===== src/scs_pkg.sv =====
// package: register map, field layout and constants of the client select spi port
package scs_pkg;
   // register byte offsets (aligned words)
   localparam logic [7:0] ADDR_CTRL1 = 8'h00;
   localparam logic [7:0] ADDR_CTRL3 = 8'h04;
   localparam logic [7:0] ADDR_STATUS = 8'h08;
   localparam logic [7:0] ADDR_DATA = 8'h0C;
   localparam logic [7:0] ADDR_IRQ_STAT = 8'h10;
   localparam logic [7:0] ADDR_IRQ_MASK = 8'h14;
   localparam logic [7:0] ADDR_POWER = 8'h18;
   // port_control_one fields
   localparam int CTRL1_WRITE_COLLISION_FLAG = 7;
   localparam int CTRL1_OVF = 6;
   localparam int CTRL1_EN = 5;
   localparam int CTRL1_CKP = 4;
   localparam int MODE_LSB = 0;
   localparam int MODE_W = 4;
   // port_status fields
   localparam int STAT_SMP = 7;
   localparam int STAT_CKE = 6;
   localparam int STAT_BF = 0;
   // port_control_three field
   localparam int CTRL3_BUFFER_OVERWRITE_ENABLE = 4;
   // irq status/mask bits
   localparam int IRQ_BYTE = 0;
   localparam int IRQ_WRITE_COLLISION_FLAG = 1;
   localparam int IRQ_OVF = 2;
   localparam int IRQ_W = 3;
   // power register bit: host sleep request
   localparam int PWR_SLEEP = 0;
   // mode encodings
   localparam logic [3:0] MODE_CLIENT_SEL = 4'h4;
   localparam logic [3:0] MODE_CLIENT_NOSEL = 4'h5;
   localparam logic [7:0] CTRL1_RST = 8'h00;
   localparam logic [7:0] STATUS_RST = 8'h00;
   localparam logic [7:0] BYTE_ZERO = 8'h00;
   localparam logic [1:0] RESP_OKAY = 2'b00;
   localparam logic [1:0] RESP_SLVERR = 2'b10;
   localparam logic [31:0] WORD_ZERO = 32'h0000_0000;
   localparam logic [3:0] BIT_ZERO = 4'h0;
   localparam int BYTE_BITS = 8;
   // host mode divider: clock toggle enable every N aclk, two per bit
   localparam int HOST_DIV = 4;
endpackage


===== src/scs_link_if.sv =====
// interface: synchronised serial pin levels between the synchroniser and the shifter
interface scs_link_if;
   logic sck;
   logic sdi;
   logic sel_n;
   modport src
   (
      output sck,
      output sdi,
      output sel_n
   );
   modport dst
   (
      input sck,
      input sdi,
      input sel_n
   );
endinterface


===== src/scs_port.sv =====
// module: client select spi port with axi4-lite registers and interrupt
// How it works
// - select idles high and its falling edge starts a new transfer.
// - select returning high drops partly received bits for realignment.
// - select control is active only in client mode with mode field 0100.
// - while select is low the port shifts both ways and drives data out.
// - select going high floats the data output even mid byte.
// - select high in that mode, or enable cleared, zeroes the bit count.
// - host mode sleep freezes shifting, which resumes on wake.
// - client shifting runs on the pin clock, flagging after eight bits.
// - data moves most significant bit first both ways.
// - a full byte goes to the buffer unless buffer full is set without overwrite enable; it always sets buffer full and the flag.
//
// Added by the designer: the AXI4-Lite slave port and the placing of the registers.
module scs_port
(
   input wire logic aclk,
   input wire logic aresetn,
   input wire logic [7:0] s_axi_awaddr,
   input wire logic s_axi_awvalid,
   output logic s_axi_awready,
   input wire logic [31:0] s_axi_wdata,
   input wire logic [3:0] s_axi_wstrb,
   input wire logic s_axi_wvalid,
   output logic s_axi_wready,
   output logic [1:0] s_axi_bresp,
   output logic s_axi_bvalid,
   input wire logic s_axi_bready,
   input wire logic [7:0] s_axi_araddr,
   input wire logic s_axi_arvalid,
   output logic s_axi_arready,
   output logic [31:0] s_axi_rdata,
   output logic [1:0] s_axi_rresp,
   output logic s_axi_rvalid,
   input wire logic s_axi_rready,
   input wire logic serial_clock_pin,
   input wire logic serial_data_in,
   input wire logic client_select_n,
   output logic serial_clock_out,
   output logic serial_clock_oe,
   output logic serial_data_out,
   output logic serial_data_oe,
   output logic irq
);
   typedef enum logic [1:0] {SCS_IDLE, SCS_RUN, SCS_DONE} scs_state_t;

   scs_link_if link ();
   scs_pin_sync u_sync
   (
      .aclk(aclk),
      .aresetn(aresetn),
      .sck_pin(serial_clock_pin),
      .sdi_pin(serial_data_in),
      .sel_n_pin(client_select_n),
      .link(link)
   );

   // -----------------------------------------
   // registers
   // -----------------------------------------
   logic [7:0] ctrl1_q;
   logic [7:0] ctrl3_q;
   logic [7:0] status_q;
   logic [7:0] buf_q;
   logic [7:0] sr_q;
   logic [3:0] cnt_q;
   logic [2:0] irq_stat_q;
   logic [2:0] irq_mask_q;
   logic sleep_q;
   logic sck_d1_q;
   logic sdo_q;
   logic sdo_oe_q;
   logic sck_out_q;
   logic sck_oe_q;
   logic irq_q;
   logic [7:0] div_q;
   scs_state_t host_q;

   logic [3:0] mode;
   logic en;
   logic clock_idle_polarity;
   logic cke;
   logic is_client;
   logic sel_ctl;
   logic sel_act;
   logic port_rst;
   logic sck_rise;
   logic sck_fall;
   logic smp_edge;
   logic out_edge;
   logic byte_done;
   logic wr_buf;
   logic rd_buf;
   logic write_collision_flag_ev;
   logic ovf_ev;
   logic busy;
   logic host_tick;
   logic rd_stat;
   logic [31:0] wdata_q;

   assign mode = ctrl1_q[scs_pkg::MODE_LSB +: scs_pkg::MODE_W];
   assign en = ctrl1_q[scs_pkg::CTRL1_EN];
   assign clock_idle_polarity = ctrl1_q[scs_pkg::CTRL1_CKP];
   assign cke = status_q[scs_pkg::STAT_CKE];
   assign is_client = (mode == scs_pkg::MODE_CLIENT_SEL) ||
      (mode == scs_pkg::MODE_CLIENT_NOSEL);
   assign sel_ctl = en && (mode == scs_pkg::MODE_CLIENT_SEL);
   // only the synchronised select is used
   assign sel_act = sel_ctl && !link.sel_n;
   // idle high select keeps the count at zero until it falls
   assign port_rst = !en || (sel_ctl && link.sel_n);

   // -----------------------------------------
   // edge finding on the sampled pin clock
   // -----------------------------------------
   always_ff @(posedge aclk)
   begin
      if (!aresetn)
         sck_d1_q <= 1'b0;
      else
         sck_d1_q <= link.sck;
   end

   // host clock from a divider enable; sleep stops it
   always_ff @(posedge aclk)
   begin
      if (!aresetn || host_tick)
         div_q <= scs_pkg::BYTE_ZERO;
      else if (!sleep_q)
         div_q <= div_q + 8'h01;
   end
   // no tick while asleep, so state freezes
   assign host_tick = !sleep_q &&
      (div_q == 8'(scs_pkg::HOST_DIV - 1));

   // host generates sck by toggling, client edges come from the pin
   always_ff @(posedge aclk)
   begin
      if (!aresetn || port_rst || is_client)
      begin
         sck_out_q <= 1'b0;
         host_q <= SCS_IDLE;
      end
      else
      begin
         case (host_q)
            SCS_IDLE:
            begin
               sck_out_q <= clock_idle_polarity;
               if (wr_buf && !busy)
                  host_q <= SCS_RUN;
            end
            SCS_RUN:
            begin
               if (host_tick)
                  sck_out_q <= !sck_out_q;
               if (byte_done)
                  host_q <= SCS_DONE;
            end
            SCS_DONE:
               host_q <= SCS_IDLE;
            default:
               host_q <= SCS_IDLE;
         endcase
      end
   end

   always_ff @(posedge aclk)
   begin
      if (!aresetn)
         sck_oe_q <= 1'b0;
      else
         sck_oe_q <= en && !is_client;
   end

   always_comb
   begin
      if (is_client)
      begin
         sck_rise = link.sck && !sck_d1_q;
         sck_fall = !link.sck && sck_d1_q;
      end
      else
      begin
         sck_rise = host_q == SCS_RUN && host_tick && !sck_out_q;
         sck_fall = host_q == SCS_RUN && host_tick && sck_out_q;
      end
      // idle level ckp: leading edge leaves idle
      smp_edge = (clock_idle_polarity ^ cke) ? sck_fall : sck_rise;
      out_edge = (clock_idle_polarity ^ cke) ? sck_rise : sck_fall;
   end

   // -----------------------------------------
   // shift register and bit counter
   // -----------------------------------------
   assign busy = cnt_q != scs_pkg::BIT_ZERO;
   assign byte_done = smp_edge && !port_rst &&
      (mode != scs_pkg::MODE_CLIENT_SEL || sel_act) &&
      cnt_q == 4'(scs_pkg::BYTE_BITS - 1);
   assign write_collision_flag_ev = wr_buf && busy;

   always_ff @(posedge aclk)
   begin
      if (!aresetn || port_rst)
         cnt_q <= scs_pkg::BIT_ZERO;
      // client counts pin clock edges, also in sleep
      else if (smp_edge && (mode != scs_pkg::MODE_CLIENT_SEL || sel_act))
         cnt_q <= byte_done ? scs_pkg::BIT_ZERO : cnt_q + 4'h1;
   end

   always_ff @(posedge aclk)
   begin
      if (!aresetn)
         sr_q <= scs_pkg::BYTE_ZERO;
      else if (wr_buf && (!busy || ctrl3_q[scs_pkg::CTRL3_BUFFER_OVERWRITE_ENABLE]))
         sr_q <= wdata_q[7:0];
      else if (smp_edge && !port_rst)
         sr_q <= {sr_q[6:0], link.sdi};
   end

   // float one aclk after the synchronised select rises, even mid byte
   always_ff @(posedge aclk)
   begin
      if (!aresetn || !en)
      begin
         sdo_q <= 1'b0;
         sdo_oe_q <= 1'b0;
      end
      else
      begin
         sdo_oe_q <= (mode == scs_pkg::MODE_CLIENT_SEL) ? sel_act : 1'b1;
         if (wr_buf && !busy)
            sdo_q <= wdata_q[7];
         else if (out_edge && busy)
            sdo_q <= sr_q[7];
         else if (!busy && !wr_buf)
            sdo_q <= sr_q[7];
      end
   end

   // -----------------------------------------
   // status, buffer and flags
   // -----------------------------------------
   // received byte to buffer; set beats read clear
   assign ovf_ev = byte_done && status_q[scs_pkg::STAT_BF];
   always_ff @(posedge aclk)
   begin
      if (!aresetn)
         buf_q <= scs_pkg::BYTE_ZERO;
      else if (byte_done &&
         (!status_q[scs_pkg::STAT_BF] || ctrl3_q[scs_pkg::CTRL3_BUFFER_OVERWRITE_ENABLE]))
         buf_q <= {sr_q[6:0], link.sdi};
   end

   // byte flag with mask gives the wake interrupt
   always_ff @(posedge aclk)
   begin
      if (!aresetn)
         irq_stat_q <= 3'b000;
      else
         irq_stat_q <= (rd_stat ? 3'b000 : irq_stat_q) |
            {ovf_ev, write_collision_flag_ev, byte_done};
   end

   always_ff @(posedge aclk)
   begin
      if (!aresetn)
         irq_q <= 1'b0;
      else
         irq_q <= |(irq_stat_q & irq_mask_q);
   end

   // -----------------------------------------
   // axi4-lite slave
   // -----------------------------------------
   logic aw_q;
   logic w_q;
   logic [7:0] awaddr_q;
   logic do_wr;
   logic do_rd;
   assign do_wr = aw_q && w_q && !s_axi_bvalid;
   assign wr_buf = do_wr && awaddr_q == scs_pkg::ADDR_DATA;
   assign do_rd = s_axi_arvalid && s_axi_arready;
   assign rd_buf = do_rd && s_axi_araddr == scs_pkg::ADDR_DATA;
   assign rd_stat = do_rd && s_axi_araddr == scs_pkg::ADDR_IRQ_STAT;

   always_ff @(posedge aclk)
   begin
      if (!aresetn)
      begin
         aw_q <= 1'b0;
         w_q <= 1'b0;
         awaddr_q <= scs_pkg::BYTE_ZERO;
         wdata_q <= scs_pkg::WORD_ZERO;
         s_axi_bvalid <= 1'b0;
         s_axi_bresp <= scs_pkg::RESP_OKAY;
      end
      else
      begin
         if (s_axi_awvalid && s_axi_awready)
         begin
            aw_q <= 1'b1;
            awaddr_q <= s_axi_awaddr;
         end
         if (s_axi_wvalid && s_axi_wready)
         begin
            w_q <= 1'b1;
            wdata_q <= s_axi_wdata;
         end
         if (do_wr)
         begin
            aw_q <= 1'b0;
            w_q <= 1'b0;
            s_axi_bvalid <= 1'b1;
            s_axi_bresp <= (awaddr_q > scs_pkg::ADDR_POWER ||
               awaddr_q[1:0] != 2'b00) ? scs_pkg::RESP_SLVERR
               : scs_pkg::RESP_OKAY;
         end
         else if (s_axi_bready)
            s_axi_bvalid <= 1'b0;
      end
   end
   assign s_axi_awready = !aw_q && !s_axi_bvalid;
   assign s_axi_wready = !w_q && !s_axi_bvalid;

   // software registers; wdata_q holds the write data
   always_ff @(posedge aclk)
   begin
      if (!aresetn)
      begin
         ctrl1_q <= scs_pkg::CTRL1_RST;
         ctrl3_q <= scs_pkg::BYTE_ZERO;
         status_q <= scs_pkg::STATUS_RST;
         irq_mask_q <= 3'b000;
         sleep_q <= 1'b0;
      end
      else
      begin
         if (do_wr && s_axi_wstrb[0])
         begin
            case (awaddr_q)
               scs_pkg::ADDR_CTRL1: ctrl1_q[5:0] <= wdata_q[5:0];
               scs_pkg::ADDR_CTRL3: ctrl3_q <= wdata_q[7:0];
               scs_pkg::ADDR_STATUS: status_q[7:6] <= wdata_q[7:6];
               scs_pkg::ADDR_IRQ_MASK: irq_mask_q <= wdata_q[2:0];
               scs_pkg::ADDR_POWER: sleep_q <= wdata_q[scs_pkg::PWR_SLEEP];
               default: ;
            endcase
         end
         // collision and overflow: set wins over software clear
         if (do_wr && s_axi_wstrb[0] && awaddr_q == scs_pkg::ADDR_CTRL1)
            ctrl1_q[7:6] <= wdata_q[7:6] & ctrl1_q[7:6];
         if (write_collision_flag_ev)
            ctrl1_q[scs_pkg::CTRL1_WRITE_COLLISION_FLAG] <= 1'b1;
         if (ovf_ev)
            ctrl1_q[scs_pkg::CTRL1_OVF] <= 1'b1;
         // buffer full: set beats read clear
         if (byte_done)
            status_q[scs_pkg::STAT_BF] <= 1'b1;
         else if (rd_buf)
            status_q[scs_pkg::STAT_BF] <= 1'b0;
      end
   end

   always_ff @(posedge aclk)
   begin
      if (!aresetn)
      begin
         s_axi_rvalid <= 1'b0;
         s_axi_rdata <= scs_pkg::WORD_ZERO;
         s_axi_rresp <= scs_pkg::RESP_OKAY;
      end
      else if (do_rd)
      begin
         s_axi_rvalid <= 1'b1;
         s_axi_rresp <= scs_pkg::RESP_OKAY;
         case (s_axi_araddr)
            scs_pkg::ADDR_CTRL1: s_axi_rdata <= {24'h00_0000, ctrl1_q};
            scs_pkg::ADDR_CTRL3: s_axi_rdata <= {24'h00_0000, ctrl3_q};
            scs_pkg::ADDR_STATUS: s_axi_rdata <= {24'h00_0000, status_q};
            scs_pkg::ADDR_DATA: s_axi_rdata <= {24'h00_0000, buf_q};
            scs_pkg::ADDR_IRQ_STAT: s_axi_rdata <= {29'h0, irq_stat_q};
            scs_pkg::ADDR_IRQ_MASK: s_axi_rdata <= {29'h0, irq_mask_q};
            scs_pkg::ADDR_POWER: s_axi_rdata <= {31'h0, sleep_q};
            default:
            begin
               s_axi_rdata <= scs_pkg::WORD_ZERO;
               s_axi_rresp <= scs_pkg::RESP_SLVERR;
            end
         endcase
      end
      else if (s_axi_rready)
         s_axi_rvalid <= 1'b0;
   end
   assign s_axi_arready = !s_axi_rvalid;

   assign serial_clock_out = sck_out_q;
   assign serial_clock_oe = sck_oe_q;
   assign serial_data_out = sdo_q;
   assign serial_data_oe = sdo_oe_q;
   assign irq = irq_q;
endmodule


===== src/scs_pin_sync.sv =====
// module: two flip-flop synchronisers for the serial pins
module scs_pin_sync
(
   input wire logic aclk,
   input wire logic aresetn,
   input wire logic sck_pin,
   input wire logic sdi_pin,
   input wire logic sel_n_pin,
   scs_link_if.src link
);
   logic [2:0] meta_q;
   logic [2:0] sync_q;

   // first stage read only by the second; sel_n idles high
   always_ff @(posedge aclk)
   begin
      if (!aresetn)
      begin
         meta_q <= 3'b100;
         sync_q <= 3'b100;
      end
      else
      begin
         meta_q <= {sel_n_pin, sdi_pin, sck_pin};
         sync_q <= meta_q;
      end
   end

   assign link.sck = sync_q[0];
   assign link.sdi = sync_q[1];
   assign link.sel_n = sync_q[2];
endmodule


===== config.mk =====
export PLATFORM = sky130hd
export DESIGN_NAME = scs_port
export DESIGN_NICKNAME = d
export VERILOG_FILES = /design/src/scs_pkg.sv /design/src/scs_link_if.sv /design/src/scs_port.sv /design/src/scs_pin_sync.sv
export SDC_FILE = /design/constraint.sdc
export NUM_CORES = 1
export LEC_CHECK = 0
export BUFFER_PORTS_ARGS = -buffer_cell sky130_fd_sc_hd__buf_2
export CORE_MARGIN = 5
export CORE_UTILIZATION = 54
export CTS_CLUSTER_DIAMETER = 100
export CTS_CLUSTER_SIZE = 30
export DETAILED_ROUTE_END_ITERATION = 10
export PLACE_DENSITY = 0.8
export SYNTH_ARGS = -nofsm -noshare
export SYNTH_HDL_FRONTEND = slang
export SYNTH_HIERARCHICAL = 1
export SYNTH_SLANG_ARGS = --single-unit

===== constraint.sdc =====
create_clock -name aclk -period 2.21 [get_ports aclk]
set_input_delay 0.1105 -clock aclk [delete_from_list [all_inputs] [get_ports aclk]]
set_output_delay 0.1105 -clock aclk [all_outputs]
set_load 0.02 [all_outputs]

==> out/metrics.cfg <==
[timing]
fin_ws_ns=0.1697
period_share_pct=92.32
skew_ns=0.005488
rsz0062_at_grt=no
tns_ns=0
fmax_mhz=490.1
worst_slew_pin_slew_ns=0.6072
setup_viol=0
fin_crit_ns=2.040
maxSlewViolCount=0
max-slew-margin-rel_pct=59.21
finalHoldViolations=0
fin_hold_ws_ns=0.01405

[power]
powerDensity_nw_per_um2=630.2
combPwrFrac_pct=9.0
internal-power_mw=2.481
leakagePower_nw=2.152
p_sw_mw=0.8160
ir_drop_mv=0.3747
switching_share_pct=24.75
p_total_mw=3.297
pwr-share-seq_pct=56.3
clockPowerShare_pct=34.7

[routing]
dr.first_iter.drc_count=237
drc=0
wl_per_cell_um=15.19
drt-pass1-iter-count=4
antenna_left=0
vias=3679
routed_via_density=5.516
drt-total-wl_um=10130

[synth]
synthCells=484
syn_area_sq_um=4519
yosys_most_used_dff=dfxtp_1
yosys_warnings=6
ys_seq_area_share_pct=43.41
synth.avg_cell_area_sq_um=9.337
netlist-cell-type-count=57
async_flop_share_pct=0
synth-edff-count=0
ys_ff_latch=98

[cts]
cts_buffers=9
root_buffer=clkbuf_8
insertion_delay_ns=0.35
cts_sinks=98
cts_tree=done
clk_path_buf_depth=2
cts.clk_slew.worst_paths_ns=0.09
htreeDepth=3

[global_route]
grt_pass1_wl_um=16500
grt_pass1_vias=3502
track_usage_pct=20.02
antenna_found_initial=0
grt_start_max_net_pins=47
grt.overflow.total=0

[finish]
layout_commonest_cell=dfxtp_1
utilization_pct=63.99
num-nets-final=622
final_layout_size_suffix_gt1_share_pct=19.22
n_fill_cell=652
antennaDiodeCount=0
area_delta_synth_final_pct=15.75
most-common-layout-cells=dfxtp_1, nor2_1, buf_2
design_area_sq_um=5231
final_cells=667

[critical_path]
arrival_ns=2.32
max_stage_delay_ns=0.53
worst-path-max-fanout=8
worstPathCellList=or3b_2, nand4_1, a32oi_1, buf_4, a21oi_4, mux2i_1
path_delay_family=simple AND/OR/NAND/NOR gates
crit_type=reg -> reg
worstSetupStartpointType=register
worstPathRequired_ns=2.49
critPathCaptureType=register
worst_path_max_delay_cell=or3b_2
critPathBufInv=1

[die]
io_pins=108
die_y_um=101.5
num_rows=33
start_util_pct=55.28
core_area_sq_um=8175
die_w_um=101.5
die_area_sq_um=10300

[run]
drv_cap=0

[placement]
placed_area_sq_um=4841
gp_congestion=0.9169
dp_cells=633
pre_cts_ws_ns=0.08705
numPortBuffers=54
hpwl_um=7218

[outcome]
outcome=complete, no violations

[hold_path]
min_path_type=in -> reg

[cell type report]
class / count / area, sq um / share of cell area, %
clock buffer: 11 / 141.4 / 2.703
multi-input combinational: 352 / 2340 / 44.73
inverter: 10 / 37.54 / 0.7175
sequential: 98 / 1964 / 37.55
clock inverter: 5 / 53.80 / 1.028
tap: 105 / 131.4 / 2.511
timing repair buffer: 86 / 563.0 / 10.76
[power by group through the flow]
stage	clock [mW]	combinational, mW	sequential, mW
3_3_place_gp	0	0.262	1.89
4_1_cts	1.16	0.290	1.85
2_1_floorplan	0	0.227	1.88
3_5_place_dp	0	0.269	1.89
5_1_grt	1.24	0.327	1.86
6_report	1.14	0.298	1.85
[final timing paths]
check,to,cells past startpoint,from,slack (ns)
setup / recovery,sr_q[5],6,ctrl1_q[2],0.17
hold / removal,wdata_q[4],3,s_axi_wdata[4],0.01
hold reg to reg,u_sync/sync_q[2],1,u_sync/meta_q[2],0.42
setup reg to reg,sr_q[5],6,ctrl1_q[2],0.17
[cells by family after synthesis]
group / Yosys count / share of synthesized area [%]
adder cells (fa/ha/maj): 3 / 0.8307
other: 1 / 0.08298
buffers and inverters: 59 / 7.281
AO/OA/AOI/OAI: 80 / 11.91
multiplexers: 62 / 14.76
XOR/XNOR: 8 / 1.550
flip-flops: 98 / 43.41
AND/OR/NAND/NOR: 173 / 20.18
[layer usage]
layer	global-route usage (%)	wire length [um]	vias to the layer above
met3	3.306	549	19
met4	6.851	179	0
met1	25.53	4384	1752
met2	34.36	5018	99
li1	-	-	1809
met5	0	0	-
[worst register-to-register path, stage by stage, from the launching register on]
cell	delay, ns
dfxtp_1	0.40
or3b_2	0.53
nand4_1	0.16
a32oi_1	0.11
buf_4	0.18
a21oi_4	0.35
mux2i_1	0.24
[cells in the mapped netlist (3+ instances only)]
library cell / count / share of area (%)
and2_1: 6 / 0.83
buf_4: 26 / 4.3
buf_1: 3 / 0.25
a21oi_1: 27 / 3.0
o311ai_0: 8 / 1.6
a22o_1: 3 / 0.58
o21ai_0: 13 / 1.4
mux4_2: 3 / 1.5
nor2b_1: 8 / 1.1
xnor2_1: 3 / 0.58
dfxtp_1: 98 / 43
nand4_1: 6 / 0.83
nor2_1: 54 / 4.5
nand3_1: 15 / 1.7
mux2_2: 7 / 1.7
nor3_1: 8 / 0.89
clkbuf_1: 17 / 1.4
nand2_1: 40 / 3.3
o21bai_1: 8 / 1.3
or3_1: 4 / 0.55
a22oi_1: 5 / 0.83
a32o_1: 3 / 0.66
mux2i_1: 52 / 12
inv_1: 9 / 0.75
nand2b_1: 5 / 0.69
nor3b_1: 5 / 0.83
ha_1: 3 / 0.83
xor2_1: 5 / 0.97
[registers in the layout (all words and copies together), names as in the netlist, 2 cells and up]
name and flops:
buf_q 8, wdata_q 8, ctrl1_q 8, irq_stat_q 3, host_q 2, sr_q 8, status_q 3, u_sync/meta_q 3
div_q 8, irq_mask_q 3, awaddr_q 8, u_sync/sync_q 3, cnt_q 4, s_axi_rdata 8, ctrl3_q 8
[repair_timing]
| item | in CTS | in global routing |
|---|---|---|
| hold endpoints to repair | 15 | 1 |
| hold buffers | 15 | 1 |
| setup endpoints to repair | 0 | 12 |
| buffers inserted | 0 | 2 |
| resized for setup | 0 | 5 |
Power figures use the tool's default switching activity.
